### src/core/dll_switch_pkg.sv
// constants shared by both ends of the dll on/off switching link
// assumes one 10 MHz clock; dram clock edges are marked by a tick enable
// ----------------------------------------------------------------
// How it works
// - idle, banks precharged, odt off before disabling
// - dll-off switch changes clock inside self refresh
// - mr1 a0 set disables dll, then wait
// - wait tcksre after self refresh entry
// - new clock stable tcksrx before exit
// - cke high from exit through every tmod
// - odt low until tmod when termination used
// - after txs reprogram modes, optional zq
// - final mode write, wait tmod, ready
// - idle with odt off before dll-on switch
// - cke high until tdllk after dll reset
// - odt low until tdllk when termination used
// - after txs clear mr1 a0, dll enabled
// - after tmrd set mr0 a8, dll resets
// - after tmrd set modes, zq after tmod
// - no locked-dll command before tdllk, tzqoper
// - spacings count real clock edges
// - nanosecond times round up to cycles
// - dll-off supports cl six, cwl six
// - dll-off read strobe one cycle earlier
// ----------------------------------------------------------------
package dll_switch_pkg;
   localparam int CLK_PERIOD_NS = 100;

   function automatic int ru_cycles(input int ns, input int per);
      int c;
      c = (ns + per - 1) / per;
      return (c < 1) ? 1 : c;
   endfunction

   // ----------------------------------------------------------------
   // timing, in dram clock edges unless named _NS
   // ----------------------------------------------------------------
   localparam int T_MRD_NCK = 4;
   localparam int T_MOD_NCK = 12;
   localparam int T_DLLK_NCK = 512;
   localparam int T_ZQOPER_NCK = 512;
   localparam int T_CKSRE_NS = 10;
   localparam int T_CKSRX_NS = 10;
   localparam int T_XS_NS = 170;
   localparam int T_CKSRE_CYC = ru_cycles(T_CKSRE_NS, CLK_PERIOD_NS);
   localparam int T_CKSRX_CYC = ru_cycles(T_CKSRX_NS, CLK_PERIOD_NS);
   localparam int T_XS_CYC = ru_cycles(T_XS_NS, CLK_PERIOD_NS);
   localparam logic [7:0] DIV_RESET = 8'h01;

   // ----------------------------------------------------------------
   // command encoding {cs_n, ras_n, cas_n, we_n} and mode fields
   // ----------------------------------------------------------------
   localparam logic [3:0] CMD_NOP = 4'h7;
   localparam logic [3:0] CMD_MRS = 4'h0;
   localparam logic [3:0] CMD_REF = 4'h1;
   localparam logic [3:0] CMD_ZQ = 4'h6;
   localparam int ZQ_LONG_BIT = 10;
   localparam logic [2:0] MR0_SEL = 3'h0;
   localparam logic [2:0] MR1_SEL = 3'h1;
   localparam logic [2:0] MR2_SEL = 3'h2;
   localparam int DLL_DIS_BIT = 0;
   localparam int DLL_RST_BIT = 8;
   localparam int CL_LSB = 4;
   localparam int CWL_LSB = 3;
   localparam int AL_LSB = 3;
   localparam logic [3:0] CL_BASE = 4'h4;
   localparam logic [3:0] CWL_BASE = 4'h5;
   localparam logic [3:0] DLL_OFF_LAT = 4'h6;
   localparam logic [13:0] MR0_CL6 = 14'h0020;
   localparam logic [13:0] MR2_CWL6 = 14'h0008;
   localparam logic [13:0] MR1_DLL_ON = 14'h0000;
   localparam logic [13:0] MR1_DLL_OFF = 14'h0001;

   // ----------------------------------------------------------------
   // controller register map and fields
   // ----------------------------------------------------------------
   localparam logic [7:0] CTRL_OFS = 8'h00;
   localparam logic [7:0] STATUS_OFS = 8'h04;
   localparam logic [7:0] TIME_A_OFS = 8'h08;
   localparam logic [7:0] TIME_B_OFS = 8'h0C;
   localparam logic [7:0] TIME_C_OFS = 8'h10;
   localparam logic [7:0] MRVAL_OFS = 8'h14;
   localparam int GO_BIT = 0;
   localparam int DIR_BIT = 1;
   localparam int ZQ_BIT = 2;
   localparam int ODT_BIT = 3;
   localparam int BUSY_BIT = 0;
   localparam int DONE_BIT = 1;
   localparam int DLLOFF_BIT = 2;
   localparam logic [1:0] RESP_OKAY = 2'h0;
   localparam logic [1:0] RESP_SLVERR = 2'h2;
endpackage

### src/core/dll_link_if.sv
// link between the controller end and the dram end
// assumes both ends share CLK; ck_tick marks each dram clock edge
interface dll_link_if;
   logic ck_tick;
   logic cke;
   logic odt;
   logic cs_n;
   logic ras_n;
   logic cas_n;
   logic we_n;
   logic [2:0] ba;
   logic [13:0] addr;
   modport ctrl (output ck_tick, cke, odt, cs_n, ras_n, cas_n, we_n, ba, addr);
   modport dram (input ck_tick, cke, odt, cs_n, ras_n, cas_n, we_n, ba, addr);
endinterface

### src/core/dll_ctrl_end.sv
// controller end: clock divider, switching sequencer, axi4-lite registers
// assumes an axi4-lite master on CLK and the dram end on the link
//
// Our own choices: the placing of the registers and register access over AXI4-Lite.
module dll_ctrl_end
   import dll_switch_pkg::*;
(
   // clock and reset
   input wire logic CLK,
   input wire logic RESET,
   // link
   dll_link_if.ctrl LINK,
   // axi4-lite write
   input wire logic [7:0] AWADDR,
   input wire logic AWVALID,
   output logic AWREADY,
   input wire logic [31:0] WDATA,
   input wire logic [3:0] WSTRB,
   input wire logic WVALID,
   output logic WREADY,
   output logic [1:0] BRESP,
   output logic BVALID,
   input wire logic BREADY,
   // axi4-lite read
   input wire logic [7:0] ARADDR,
   input wire logic ARVALID,
   output logic ARREADY,
   output logic [31:0] RDATA,
   output logic [1:0] RRESP,
   output logic RVALID,
   input wire logic RREADY
);
   typedef enum logic [3:0] {idle, dll_off_mrs, sr_entry, freq_change, sr_exit, dll_on_mrs,
      dll_reset_mrs, cl_mrs, cwl_mrs, zq_cal, lock_wait, step_wait} step_t;

   // ----------------------------------------------------------------
   // registers
   // ----------------------------------------------------------------
   logic [7:0] aw_addr, div_new, div_cur, div_cnt;
   logic [31:0] w_data, time_a, time_b, time_c, mr_val;
   logic [3:0] w_strb;
   logic aw_got, w_got, to_off, zq_en, odt_idle, busy, done, dll_off;
   step_t step, ret;
   logic [15:0] cnt, lock_cnt;

   wire [7:0] t_mod = time_a[7:0];
   wire [7:0] t_mrd = time_a[15:8];
   wire [7:0] t_cksre = time_a[23:16];
   wire [7:0] t_cksrx = time_a[31:24];
   wire [15:0] t_xs = time_b[15:0];
   wire [15:0] t_dllk = time_b[31:16];
   wire [15:0] t_zq = time_c[15:0];
   wire tick = LINK.ck_tick;

   // ----------------------------------------------------------------
   // axi4-lite decode
   // ----------------------------------------------------------------
   wire do_write = aw_got && w_got && !BVALID;
   wire w_ctrl = do_write && aw_addr == CTRL_OFS;
   wire w_ta = do_write && aw_addr == TIME_A_OFS;
   wire w_tb = do_write && aw_addr == TIME_B_OFS;
   wire w_tc = do_write && aw_addr == TIME_C_OFS;
   wire w_mr = do_write && aw_addr == MRVAL_OFS;
   wire w_hit = w_ctrl || w_ta || w_tb || w_tc || w_mr || (do_write && aw_addr == STATUS_OFS);
   wire strb_ok = w_strb[0];
   wire go = w_ctrl && strb_ok && w_data[GO_BIT] && !busy;
   wire [31:0] wmask = {{8{w_strb[3]}}, {8{w_strb[2]}}, {8{w_strb[1]}}, {8{w_strb[0]}}};
   wire [31:0] ctrl_rd = {16'h0000, div_new, 4'h0, odt_idle, zq_en, to_off, 1'b0};
   wire [31:0] stat_rd = {16'h0000, div_cur, 5'h00, dll_off, done, busy};
   wire ar_hit = ARADDR == CTRL_OFS || ARADDR == STATUS_OFS || ARADDR == TIME_A_OFS
      || ARADDR == TIME_B_OFS || ARADDR == TIME_C_OFS || ARADDR == MRVAL_OFS;
   wire [31:0] rd_mux = ARADDR == CTRL_OFS ? ctrl_rd : ARADDR == STATUS_OFS ? stat_rd
      : ARADDR == TIME_A_OFS ? time_a : ARADDR == TIME_B_OFS ? time_b
      : ARADDR == TIME_C_OFS ? time_c : ARADDR == MRVAL_OFS ? mr_val : 32'h0000_0000;

   always_ff @(posedge CLK) begin
      if (RESET) begin
         AWREADY <= 1'b1;
         WREADY <= 1'b1;
         aw_got <= 1'b0;
         w_got <= 1'b0;
         aw_addr <= 8'h00;
         w_data <= 32'h0000_0000;
         w_strb <= 4'h0;
         BVALID <= 1'b0;
         BRESP <= RESP_OKAY;
      end else begin
         if (AWVALID && AWREADY) begin
            aw_addr <= AWADDR;
            aw_got <= 1'b1;
            AWREADY <= 1'b0;
         end
         if (WVALID && WREADY) begin
            w_data <= WDATA;
            w_strb <= WSTRB;
            w_got <= 1'b1;
            WREADY <= 1'b0;
         end
         if (do_write) begin
            BVALID <= 1'b1;
            BRESP <= w_hit ? RESP_OKAY : RESP_SLVERR;
         end
         if (BVALID && BREADY) begin
            BVALID <= 1'b0;
            aw_got <= 1'b0;
            w_got <= 1'b0;
            AWREADY <= 1'b1;
            WREADY <= 1'b1;
         end
      end
   end

   always_ff @(posedge CLK) begin
      if (RESET) begin
         ARREADY <= 1'b1;
         RVALID <= 1'b0;
         RDATA <= 32'h0000_0000;
         RRESP <= RESP_OKAY;
      end else if (ARVALID && ARREADY) begin
         ARREADY <= 1'b0;
         RVALID <= 1'b1;
         RDATA <= rd_mux;
         RRESP <= ar_hit ? RESP_OKAY : RESP_SLVERR;
      end else if (RVALID && RREADY) begin
         RVALID <= 1'b0;
         ARREADY <= 1'b1;
      end
   end

   // settings are frozen while a switch runs
   always_ff @(posedge CLK) begin
      if (RESET) begin
         to_off <= 1'b1;
         zq_en <= 1'b0;
         odt_idle <= 1'b0;
         div_new <= DIV_RESET;
         time_a <= {8'(T_CKSRX_CYC), 8'(T_CKSRE_CYC), 8'(T_MRD_NCK), 8'(T_MOD_NCK)};
         time_b <= {16'(T_DLLK_NCK), 16'(T_XS_CYC)};
         time_c <= {16'h0000, 16'(T_ZQOPER_NCK)};
         mr_val <= {2'h0, MR2_CWL6, 2'h0, MR0_CL6};
      end else if (!busy) begin
         if (w_ctrl && w_strb[0]) begin
            to_off <= w_data[DIR_BIT];
            zq_en <= w_data[ZQ_BIT];
            odt_idle <= w_data[ODT_BIT];
         end
         if (w_ctrl && w_strb[1] && w_data[15:8] != 8'h00) div_new <= w_data[15:8];
         if (w_ta) time_a <= (time_a & ~wmask) | (w_data & wmask);
         if (w_tb) time_b <= (time_b & ~wmask) | (w_data & wmask);
         if (w_tc) time_c <= (time_c & ~wmask) | (w_data & wmask);
         if (w_mr) mr_val <= (mr_val & ~wmask) | (w_data & wmask);
      end
   end

   // ----------------------------------------------------------------
   // dram clock divider
   // ----------------------------------------------------------------
   always_ff @(posedge CLK) begin
      if (RESET) begin
         div_cnt <= 8'h00;
         LINK.ck_tick <= 1'b0;
      end else begin
         LINK.ck_tick <= div_cnt == 8'h00;
         div_cnt <= (div_cnt == 8'h00) ? div_cur - 8'h01 : div_cnt - 8'h01;
      end
   end

   // ----------------------------------------------------------------
   // sequencer; moves only on dram edges, commands last one edge
   // ----------------------------------------------------------------
   task automatic issue(input logic [3:0] c, input logic [2:0] b, input logic [13:0] a);
      {LINK.cs_n, LINK.ras_n, LINK.cas_n, LINK.we_n} <= c;
      LINK.ba <= b;
      LINK.addr <= a;
   endtask

   task automatic hold(input logic [15:0] t, input step_t nxt);
      cnt <= (t == 16'h0000) ? 16'h0000 : t - 16'h0001;
      ret <= nxt;
      step <= step_wait;
   endtask

   always_ff @(posedge CLK) begin
      if (RESET) begin
         step <= idle;
         ret <= idle;
         cnt <= 16'h0000;
         lock_cnt <= 16'h0000;
         busy <= 1'b0;
         done <= 1'b0;
         dll_off <= 1'b0;
         div_cur <= DIV_RESET;
         LINK.cke <= 1'b1;
         LINK.odt <= 1'b0;
         issue(CMD_NOP, 3'h0, 14'h0000);
      end else begin
         if (go) begin
            busy <= 1'b1;
            done <= 1'b0;
         end
         if (tick && lock_cnt != 16'h0000) lock_cnt <= lock_cnt - 16'h0001;
         // odt parked low for the whole switch
         LINK.odt <= busy ? 1'b0 : odt_idle;
         if (tick) begin
            issue(CMD_NOP, 3'h0, 14'h0000);
            unique case (step)
               idle: if (busy) step <= to_off ? dll_off_mrs : sr_entry;
               dll_off_mrs: begin
                  issue(CMD_MRS, MR1_SEL, MR1_DLL_OFF);
                  dll_off <= 1'b1;
                  hold({8'h00, t_mod}, sr_entry);
               end
               sr_entry: begin
                  LINK.cke <= 1'b0;
                  issue(CMD_REF, 3'h0, 14'h0000);
                  hold({8'h00, t_cksre}, freq_change);
               end
               freq_change: begin
                  div_cur <= div_new;
                  hold({8'h00, t_cksrx}, sr_exit);
               end
               sr_exit: begin
                  LINK.cke <= 1'b1;
                  // direction, not the current dll state, picks the exit path
                  hold(t_xs, to_off ? cl_mrs : dll_on_mrs);
               end
               dll_on_mrs: begin
                  issue(CMD_MRS, MR1_SEL, MR1_DLL_ON);
                  dll_off <= 1'b0;
                  hold({8'h00, t_mrd}, dll_reset_mrs);
               end
               dll_reset_mrs: begin
                  issue(CMD_MRS, MR0_SEL, mr_val[13:0] | (14'h0001 << DLL_RST_BIT));
                  lock_cnt <= t_dllk;
                  hold({8'h00, t_mrd}, cwl_mrs);
               end
               cl_mrs: begin
                  issue(CMD_MRS, MR0_SEL, MR0_CL6);
                  hold({8'h00, t_mod}, cwl_mrs);
               end
               cwl_mrs: begin
                  issue(CMD_MRS, MR2_SEL, dll_off ? MR2_CWL6 : mr_val[29:16]);
                  hold({8'h00, t_mod}, zq_en ? zq_cal : lock_wait);
               end
               zq_cal: begin
                  issue(CMD_ZQ, 3'h0, 14'h0001 << ZQ_LONG_BIT);
                  hold(t_zq, lock_wait);
               end
               lock_wait: if (lock_cnt == 16'h0000 || dll_off) begin
                  busy <= 1'b0;
                  done <= 1'b1;
                  step <= idle;
               end
               step_wait: begin
                  if (cnt <= 16'h0001) step <= ret;
                  else cnt <= cnt - 16'h0001;
               end
            endcase
         end
      end
   end
endmodule // dll_ctrl_end

### src/flat_wrapper.sv
// flat-port wrapper written by rule: the top's interface ports become plain ports
module dll_ctrl_end_flat import dll_switch_pkg::*;
  (CLK, RESET, AWADDR, AWVALID, AWREADY, WDATA, WSTRB, WVALID, WREADY, BRESP, BVALID, BREADY, ARADDR, ARVALID, ARREADY, RDATA, RRESP, RVALID, RREADY, LINK_ck_tick, LINK_cke, LINK_odt, LINK_cs_n, LINK_ras_n, LINK_cas_n, LINK_we_n, LINK_ba, LINK_addr);
  dll_link_if LINK_i ();
  input wire logic CLK;
  input wire logic RESET;
  input wire logic [7:0] AWADDR;
  input wire logic AWVALID;
  output logic AWREADY;
  input wire logic [31:0] WDATA;
  input wire logic [3:0] WSTRB;
  input wire logic WVALID;
  output logic WREADY;
  output logic [1:0] BRESP;
  output logic BVALID;
  input wire logic BREADY;
  input wire logic [7:0] ARADDR;
  input wire logic ARVALID;
  output logic ARREADY;
  output logic [31:0] RDATA;
  output logic [1:0] RRESP;
  output logic RVALID;
  input wire logic RREADY;
  output wire logic [$bits(LINK_i.ck_tick)-1:0] LINK_ck_tick;
  output wire logic [$bits(LINK_i.cke)-1:0] LINK_cke;
  output wire logic [$bits(LINK_i.odt)-1:0] LINK_odt;
  output wire logic [$bits(LINK_i.cs_n)-1:0] LINK_cs_n;
  output wire logic [$bits(LINK_i.ras_n)-1:0] LINK_ras_n;
  output wire logic [$bits(LINK_i.cas_n)-1:0] LINK_cas_n;
  output wire logic [$bits(LINK_i.we_n)-1:0] LINK_we_n;
  output wire logic [$bits(LINK_i.ba)-1:0] LINK_ba;
  output wire logic [$bits(LINK_i.addr)-1:0] LINK_addr;
  assign LINK_ck_tick = LINK_i.ck_tick;
  assign LINK_cke = LINK_i.cke;
  assign LINK_odt = LINK_i.odt;
  assign LINK_cs_n = LINK_i.cs_n;
  assign LINK_ras_n = LINK_i.ras_n;
  assign LINK_cas_n = LINK_i.cas_n;
  assign LINK_we_n = LINK_i.we_n;
  assign LINK_ba = LINK_i.ba;
  assign LINK_addr = LINK_i.addr;
  dll_ctrl_end u_core (.CLK(CLK), .RESET(RESET), .LINK(LINK_i), .AWADDR(AWADDR), .AWVALID(AWVALID), .AWREADY(AWREADY), .WDATA(WDATA), .WSTRB(WSTRB), .WVALID(WVALID), .WREADY(WREADY), .BRESP(BRESP), .BVALID(BVALID), .BREADY(BREADY), .ARADDR(ARADDR), .ARVALID(ARVALID), .ARREADY(ARREADY), .RDATA(RDATA), .RRESP(RRESP), .RVALID(RVALID), .RREADY(RREADY));
endmodule
### config.mk
export PLATFORM = sky130hd
export DESIGN_NAME = dll_ctrl_end_flat
export DESIGN_NICKNAME = d
export VERILOG_FILES = /design/src/core/dll_switch_pkg.sv /design/src/core/dll_link_if.sv /design/src/core/dll_ctrl_end.sv /design/src/flat_wrapper.sv
export SDC_FILE = /design/constraint.sdc
export NUM_CORES = 1
export LEC_CHECK = 0
export BUFFER_PORTS_ARGS = -buffer_cell sky130_fd_sc_hd__buf_2
export CAP_MARGIN = 10
export CELL_PAD_IN_SITES_DETAIL_PLACEMENT = 1
export CELL_PAD_IN_SITES_GLOBAL_PLACEMENT = 1
export CORE_ASPECT_RATIO = 1.1
export CORE_MARGIN = 8
export CORE_UTILIZATION = 50
export CTS_BUF_LIST = sky130_fd_sc_hd__clkbuf_8
export DETAILED_ROUTE_END_ITERATION = 16
export PLACE_DENSITY_LB_ADDON = 0.1
export SLEW_MARGIN = 20
export SYNTH_ARGS = -nofsm -noshare
export SYNTH_HDL_FRONTEND = slang
export SYNTH_SLANG_ARGS = --single-unit
### constraint.sdc
create_clock -name CLK -period 6.95 [get_ports CLK]
set_input_delay 0 -clock CLK [delete_from_list [all_inputs] [get_ports CLK]]
set_output_delay 0 -clock CLK [all_outputs]
set_load 0.01 [all_outputs]
=== Word-level counts from Yosys, hierarchy flattened ===
Index checks and enable logic that the tools add are counted.

* Bitwise logic cells: 11
* Muxes and demuxes: 47
* Reduce and logical (&&, ||, !) cells: 71
* Equal/unequal tests: 25
* $lt $le $gt $ge: 1
* Add/subtract/negate cells: 10

{| class="wikitable"
|+ Operator list
! cell !! number
|-
| $mux 32 || 6
|-
| $and 32x32->32 || 5
|-
| $mux 16 || 10
|-
| $or 32x32->32 || 4
|-
| $pmux 16 s7 || 1
|-
| $pmux 14 s5 || 1
|-
| $sub 16x1->16 const B || 4
|-
| $logic_not 8->1 || 7
|-
| $logic_not 16->1 || 3
|-
| $sub 8x1->9 const B || 4
|-
| $eq 8x4->1 const B || 4
|-
| $eq 8x5->1 const B || 4
|-
| $not 32->32 || 1
|-
| $pmux 4 s8 || 1
|-
| $reduce_and 2->1 || 10
|-
| $logic_and 1x1->1 || 19
|-
| $eq 4x3->1 const B || 4
|-
| $eq 4x4->1 const B || 4
|-
| $eq 8x3->1 const B || 2
|-
| $le 16x1->1 const B || 1
|-
| $pmux 4 s4 || 1
|-
| $reduce_bool 16->1 || 1
|-
| $reduce_bool 8->1 || 2
|-
| $sub 8x1->8 const B || 2
|-
| other kinds (23) || 64
|}

* Register bits after elaboration: 307
* Word-level logic and storage cells: 202

=== Longest topological paths before layout ===
* Word-level depth: 10
* Depth in mapped cells: 9
* Mapped depth without buffers: 8

=== Least setup slack after synthesis ===
OpenSTA, ideal clock, no wires.

* Kind: register to register
* Start point: register (tool-made name)
* End point: register u_core.cnt[11]
* Cell stages (with the launch flop): 9
* Buffers on the path: 2
* Required time: 6813 ps
* Arrival time: 2226 ps
* Library setup time: 137 ps
* Period minus slack after synthesis: 2363 ps
* Slack: 4587 ps
* Cells stage by stage: dfxtp_1 > clkbuf_1 > or4_4 > or3_1 > o21ai_2 > buf_4 > nor2_1 > a2111oi_0 > o32ai_1

{| class="wikitable"
|+ RTL lines
! what !! line !! text
|-
| to (signal assigned) || dll_ctrl_end.sv:256 || <nowiki>else cnt <= cnt - 16'h0001;</nowiki>
|-
| to (decl) || dll_ctrl_end.sv:44 || <nowiki>logic [15:0] cnt, lock_cnt;</nowiki>
|}

=== Worst setup path in the final report ===
* Start point: register u_core.step[0]
* End point: register u_core.cnt[15]

* Word-level cells in the longest chain between the ends: 4

{| class="wikitable"
|+ Ends and longest elaborated chain
! what !! line !! text
|-
| from (decl) || dll_ctrl_end.sv:43 || <nowiki>step_t step, ret;</nowiki>
|-
| from (signal assigned) || dll_ctrl_end.sv:185 || <nowiki>step <= idle;</nowiki>
|-
| from (signal assigned) || dll_ctrl_end.sv:207 || <nowiki>idle: if (busy) step <= to_off ? dll_off_mrs : sr_entry;</nowiki>
|-
| from (signal assigned) || dll_ctrl_end.sv:252 || <nowiki>step <= idle;</nowiki>
|-
| $eq 4x1->1 (tied with other cells) || dll_ctrl_end.sv:206 || <nowiki>unique case (step)</nowiki>
|-
| $reduce_or 3->1 (no line) or $reduce_or 2->1 (tied branches) || - ||
|-
| $reduce_bool 7->1 (no line) || - ||
|-
| $reduce_and 3->1 (no line) || - ||
|}

Parallel ways exist; a longest one is shown, timed or not.
A chain may end at the register's enable or synchronous reset.

==> metrics.txt <==
Pleak 0.006397 uW; DR vias 15.51k; FP Rows 65; number of global-route vias before repair 15.90k; vias per cell 6.475; Sequential Area 0.006086 mm2; Setup Skew 0.02859 ns; HPWL Detailed 40170 um; fillcell total 3576; syn avg cell area 7.856 um2; placed cell area 0.01542 mm2; Fmax achieved 328.3 MHz; Seq/Total Area, Yosys 0.4152; PortBufs 119; Area Growth Syn to Fin 16.43%; asr flop ratio synth 0; Worst Setup End Kind flop; RR Endpoint u_core.cnt[15]; pre-CTS WS 3.989 ns; first-pass GRT wire length 91910 um; reg2reg start u_core.step[0]; crit-path cells nand2_1 -> or3_1 -> nor4_4 -> nor2_2 -> nand3b_1 -> o221ai_1; Chip Height 195.6 um; antenna violations before repair 3; synth warn 0; largest net degree at the start of global routing 122; Critical Path RT 7.38 ns; clock root cell clkbuf_8; Slew @ Worst Pin 1.112 ns; Main synth FF type dfxtp_1; max_cap viols 0; synthesized area 0.01466 mm2; setup slack, reg-to-reg 3.90 ns; fin worst setup slack 3.904 ns; Seq cells post-synth 304; routed len/inst 24.90 um; Worst EP arrival 3.48 ns; Worst Setup EP u_core.cnt[15]; Final Util 0.5928; die width 179.3 um; setup TNS 0 ns; critical path class reg2reg; Syn Inst Count 1866; die footprint 0.03506 mm2; core outline area 0.02879 mm2; Critical Path Source u_core.step[0]; RSZ-0062 raised after global routing no; area of the multi-input gates 0.007991 mm2; Adder-Cell Fraction of Synth Area 0.01110; worst hold path type in2reg; Max rail drop VDD 810.9 uV; final setup fails 0; Nets 2067; Initial DRC Count 1548; Clk Latency, worst-skew pair 0.61 ns; CTS Buf Count 51; Synth cell types 84; largest family of logic cells by synthesized area simple AND/OR/NAND/NOR gates; Hold Fails Final Rpt 0; period utilization 0.4383; DRC errors left 0; CTS H-Tree Depth 2; WL final 59640 um; worst relative slew slack 0.2560; Post-synth EDFFs 0; PwrDens 262.3 mW/mm2; CP max-delay cell dfxtp_1; reg2reg path depth 6; minimum clock period 3.046 ns; GRT Total Usage 0.3340; top-level I/O count 124; share of cells above drive strength 1 0.1230; CTS tree done; Initial Util 0.5092; aggregate global routing overflow 0; Inst Count DP 2250; placer congestion estimate 1.014; Initial DRT Pass Iterations 7; crit-path max FO 29; Design Area, Final 0.01707 mm2; fin. max-slew vios 0; status complete, no violations; post-route ant nets 0; number of non-filler instances in the completed layout 2395; Hold Startpoint ARADDR[3]; post-synthesis mux area share 0.02450; post-synthesis simple-gate area fraction 0.2730; crit-path max cell delay 0.93 ns; Critical Path Source Type flop; complex-gate fraction of the synthesized area 0.1980; xor/xnor share of the synthesized area 0.03406; CTS clk-pin slew, worst paths 0.06 ns; CTS max path bufs 3; clk sink count 304
[logic make-up (layout without fill, tap and decap cells)]
kind of cell             after synthesis  count (layout)
buffers and inverters                162             318
AO/OA/AOI/OAI                        451             451
adder cells (fa/ha/maj)               13              13
multiplexers                          35              35
flip-flops                           304             304
other                                  1               6
AND/OR/NAND/NOR                      843             843
XOR/XNOR                              57              57
[final cells by class]
type / count / area share
multi-input cells: 1403 / 0.4682
flip-flops and latches: 304 / 0.3566
repair buffers: 201 / 0.08027
clock buffers: 61 / 0.04919
well taps: 368 / 0.02698
clock inverters: 22 / 0.01100
inverters: 34 / 0.007477
diodes: 2 / 0.0002932
[critical path: cells and delay by family (launching register included)]
kind               cells  cell delay [ns]
and+or+nand+nor        5             1.79
DFF                    1             0.93
AOI/OAI and AO/OA      1             0.16
[layout by cell type (no fill, tap or decap), types with 27 or more instances in the layout]
master / n
mux2i_1: 31
nand3_1: 157
nor2_1: 150
nand2_1: 319
clkbuf_8: 62
dfxtp_1: 304
a222oi_1: 28
nor4_1: 27
o21ai_0: 29
buf_2: 118
dlygate4sd3_1: 60
a211oi_1: 34
a21oi_1: 222
xnor2_1: 34
inv_1: 46
nor3_1: 54
[through the flow]
step	hold slack, ns	total power (uW)
2_1_floorplan	0.1004	2605
3_3_place_gp	0.2126	2759
3_5_place_dp	0.2328	2782
4_1_cts	0.02928	4459
5_1_grt	0.07284	4644
6_report	0.06497	4478
[power breakdown]
group          leakage [uW]  switching (uW)  total (uW)  internal (uW)
sequential          0.00246            90.3        1920           1830
combinational       0.00336             571         884            312
clock              0.000572             773        1670            902
[what timing repair did]
item,in CTS,in global routing
resized for setup,0,0
hold buffers,60,0
endpoints found under the hold margin,54,0
endpoints found under the setup margin,0,0
setup buffers,0,0
[synthesized netlist by cell type, drive strengths merged, types with 5 or more instances]
cell type	number	area share
a2111oi	5	0.0030
a211oi	36	0.019
a21oi	222	0.076
a222oi	28	0.019
a22o	22	0.013
a22oi	12	0.0061
a31oi	8	0.0034
and2	6	0.0026
buf	23	0.0084
clkbuf	105	0.027
dfxtp	304	0.42
ha	13	0.011
inv	34	0.0087
mux2i	31	0.021
nand2	320	0.082
nand2b	14	0.0060
nand3	157	0.054
nand3b	15	0.0077
nand4	9	0.0038
nor2	152	0.040
nor2b	11	0.0047
nor3	60	0.021
nor3b	7	0.0036
nor4	32	0.016
o211ai	6	0.0031
o21ai	33	0.012
o221ai	8	0.0048
o22ai	19	0.0081
o31ai	9	0.0050
or3	13	0.0059
or4	21	0.011
xnor2	34	0.020
xor2	23	0.014
[worst min path at each step]
stage | end | slack [ns] | cells after the start
2_1_floorplan | u_core.WREADY | 0.10 | 1
3_3_place_gp | u_core.WREADY | 0.21 | 2
3_5_place_dp | u_core.WREADY | 0.23 | 2
4_1_cts | u_core.RDATA[11] | 0.03 | 4
5_1_grt | u_core.div_new[6] | 0.07 | 2
6_report | u_core.RDATA[11] | 0.06 | 4
[routing by layer]
metal  GRT usage  up-vias  part of all wire
li1            -     6979                 -
met1      0.3926     7530              0.38
met2      0.5447      762              0.47
met3     0.05230      237             0.069
met4      0.2412        0             0.081
met5           0        -                 0
No activity file was read; power rests on OpenSTA's default activity.
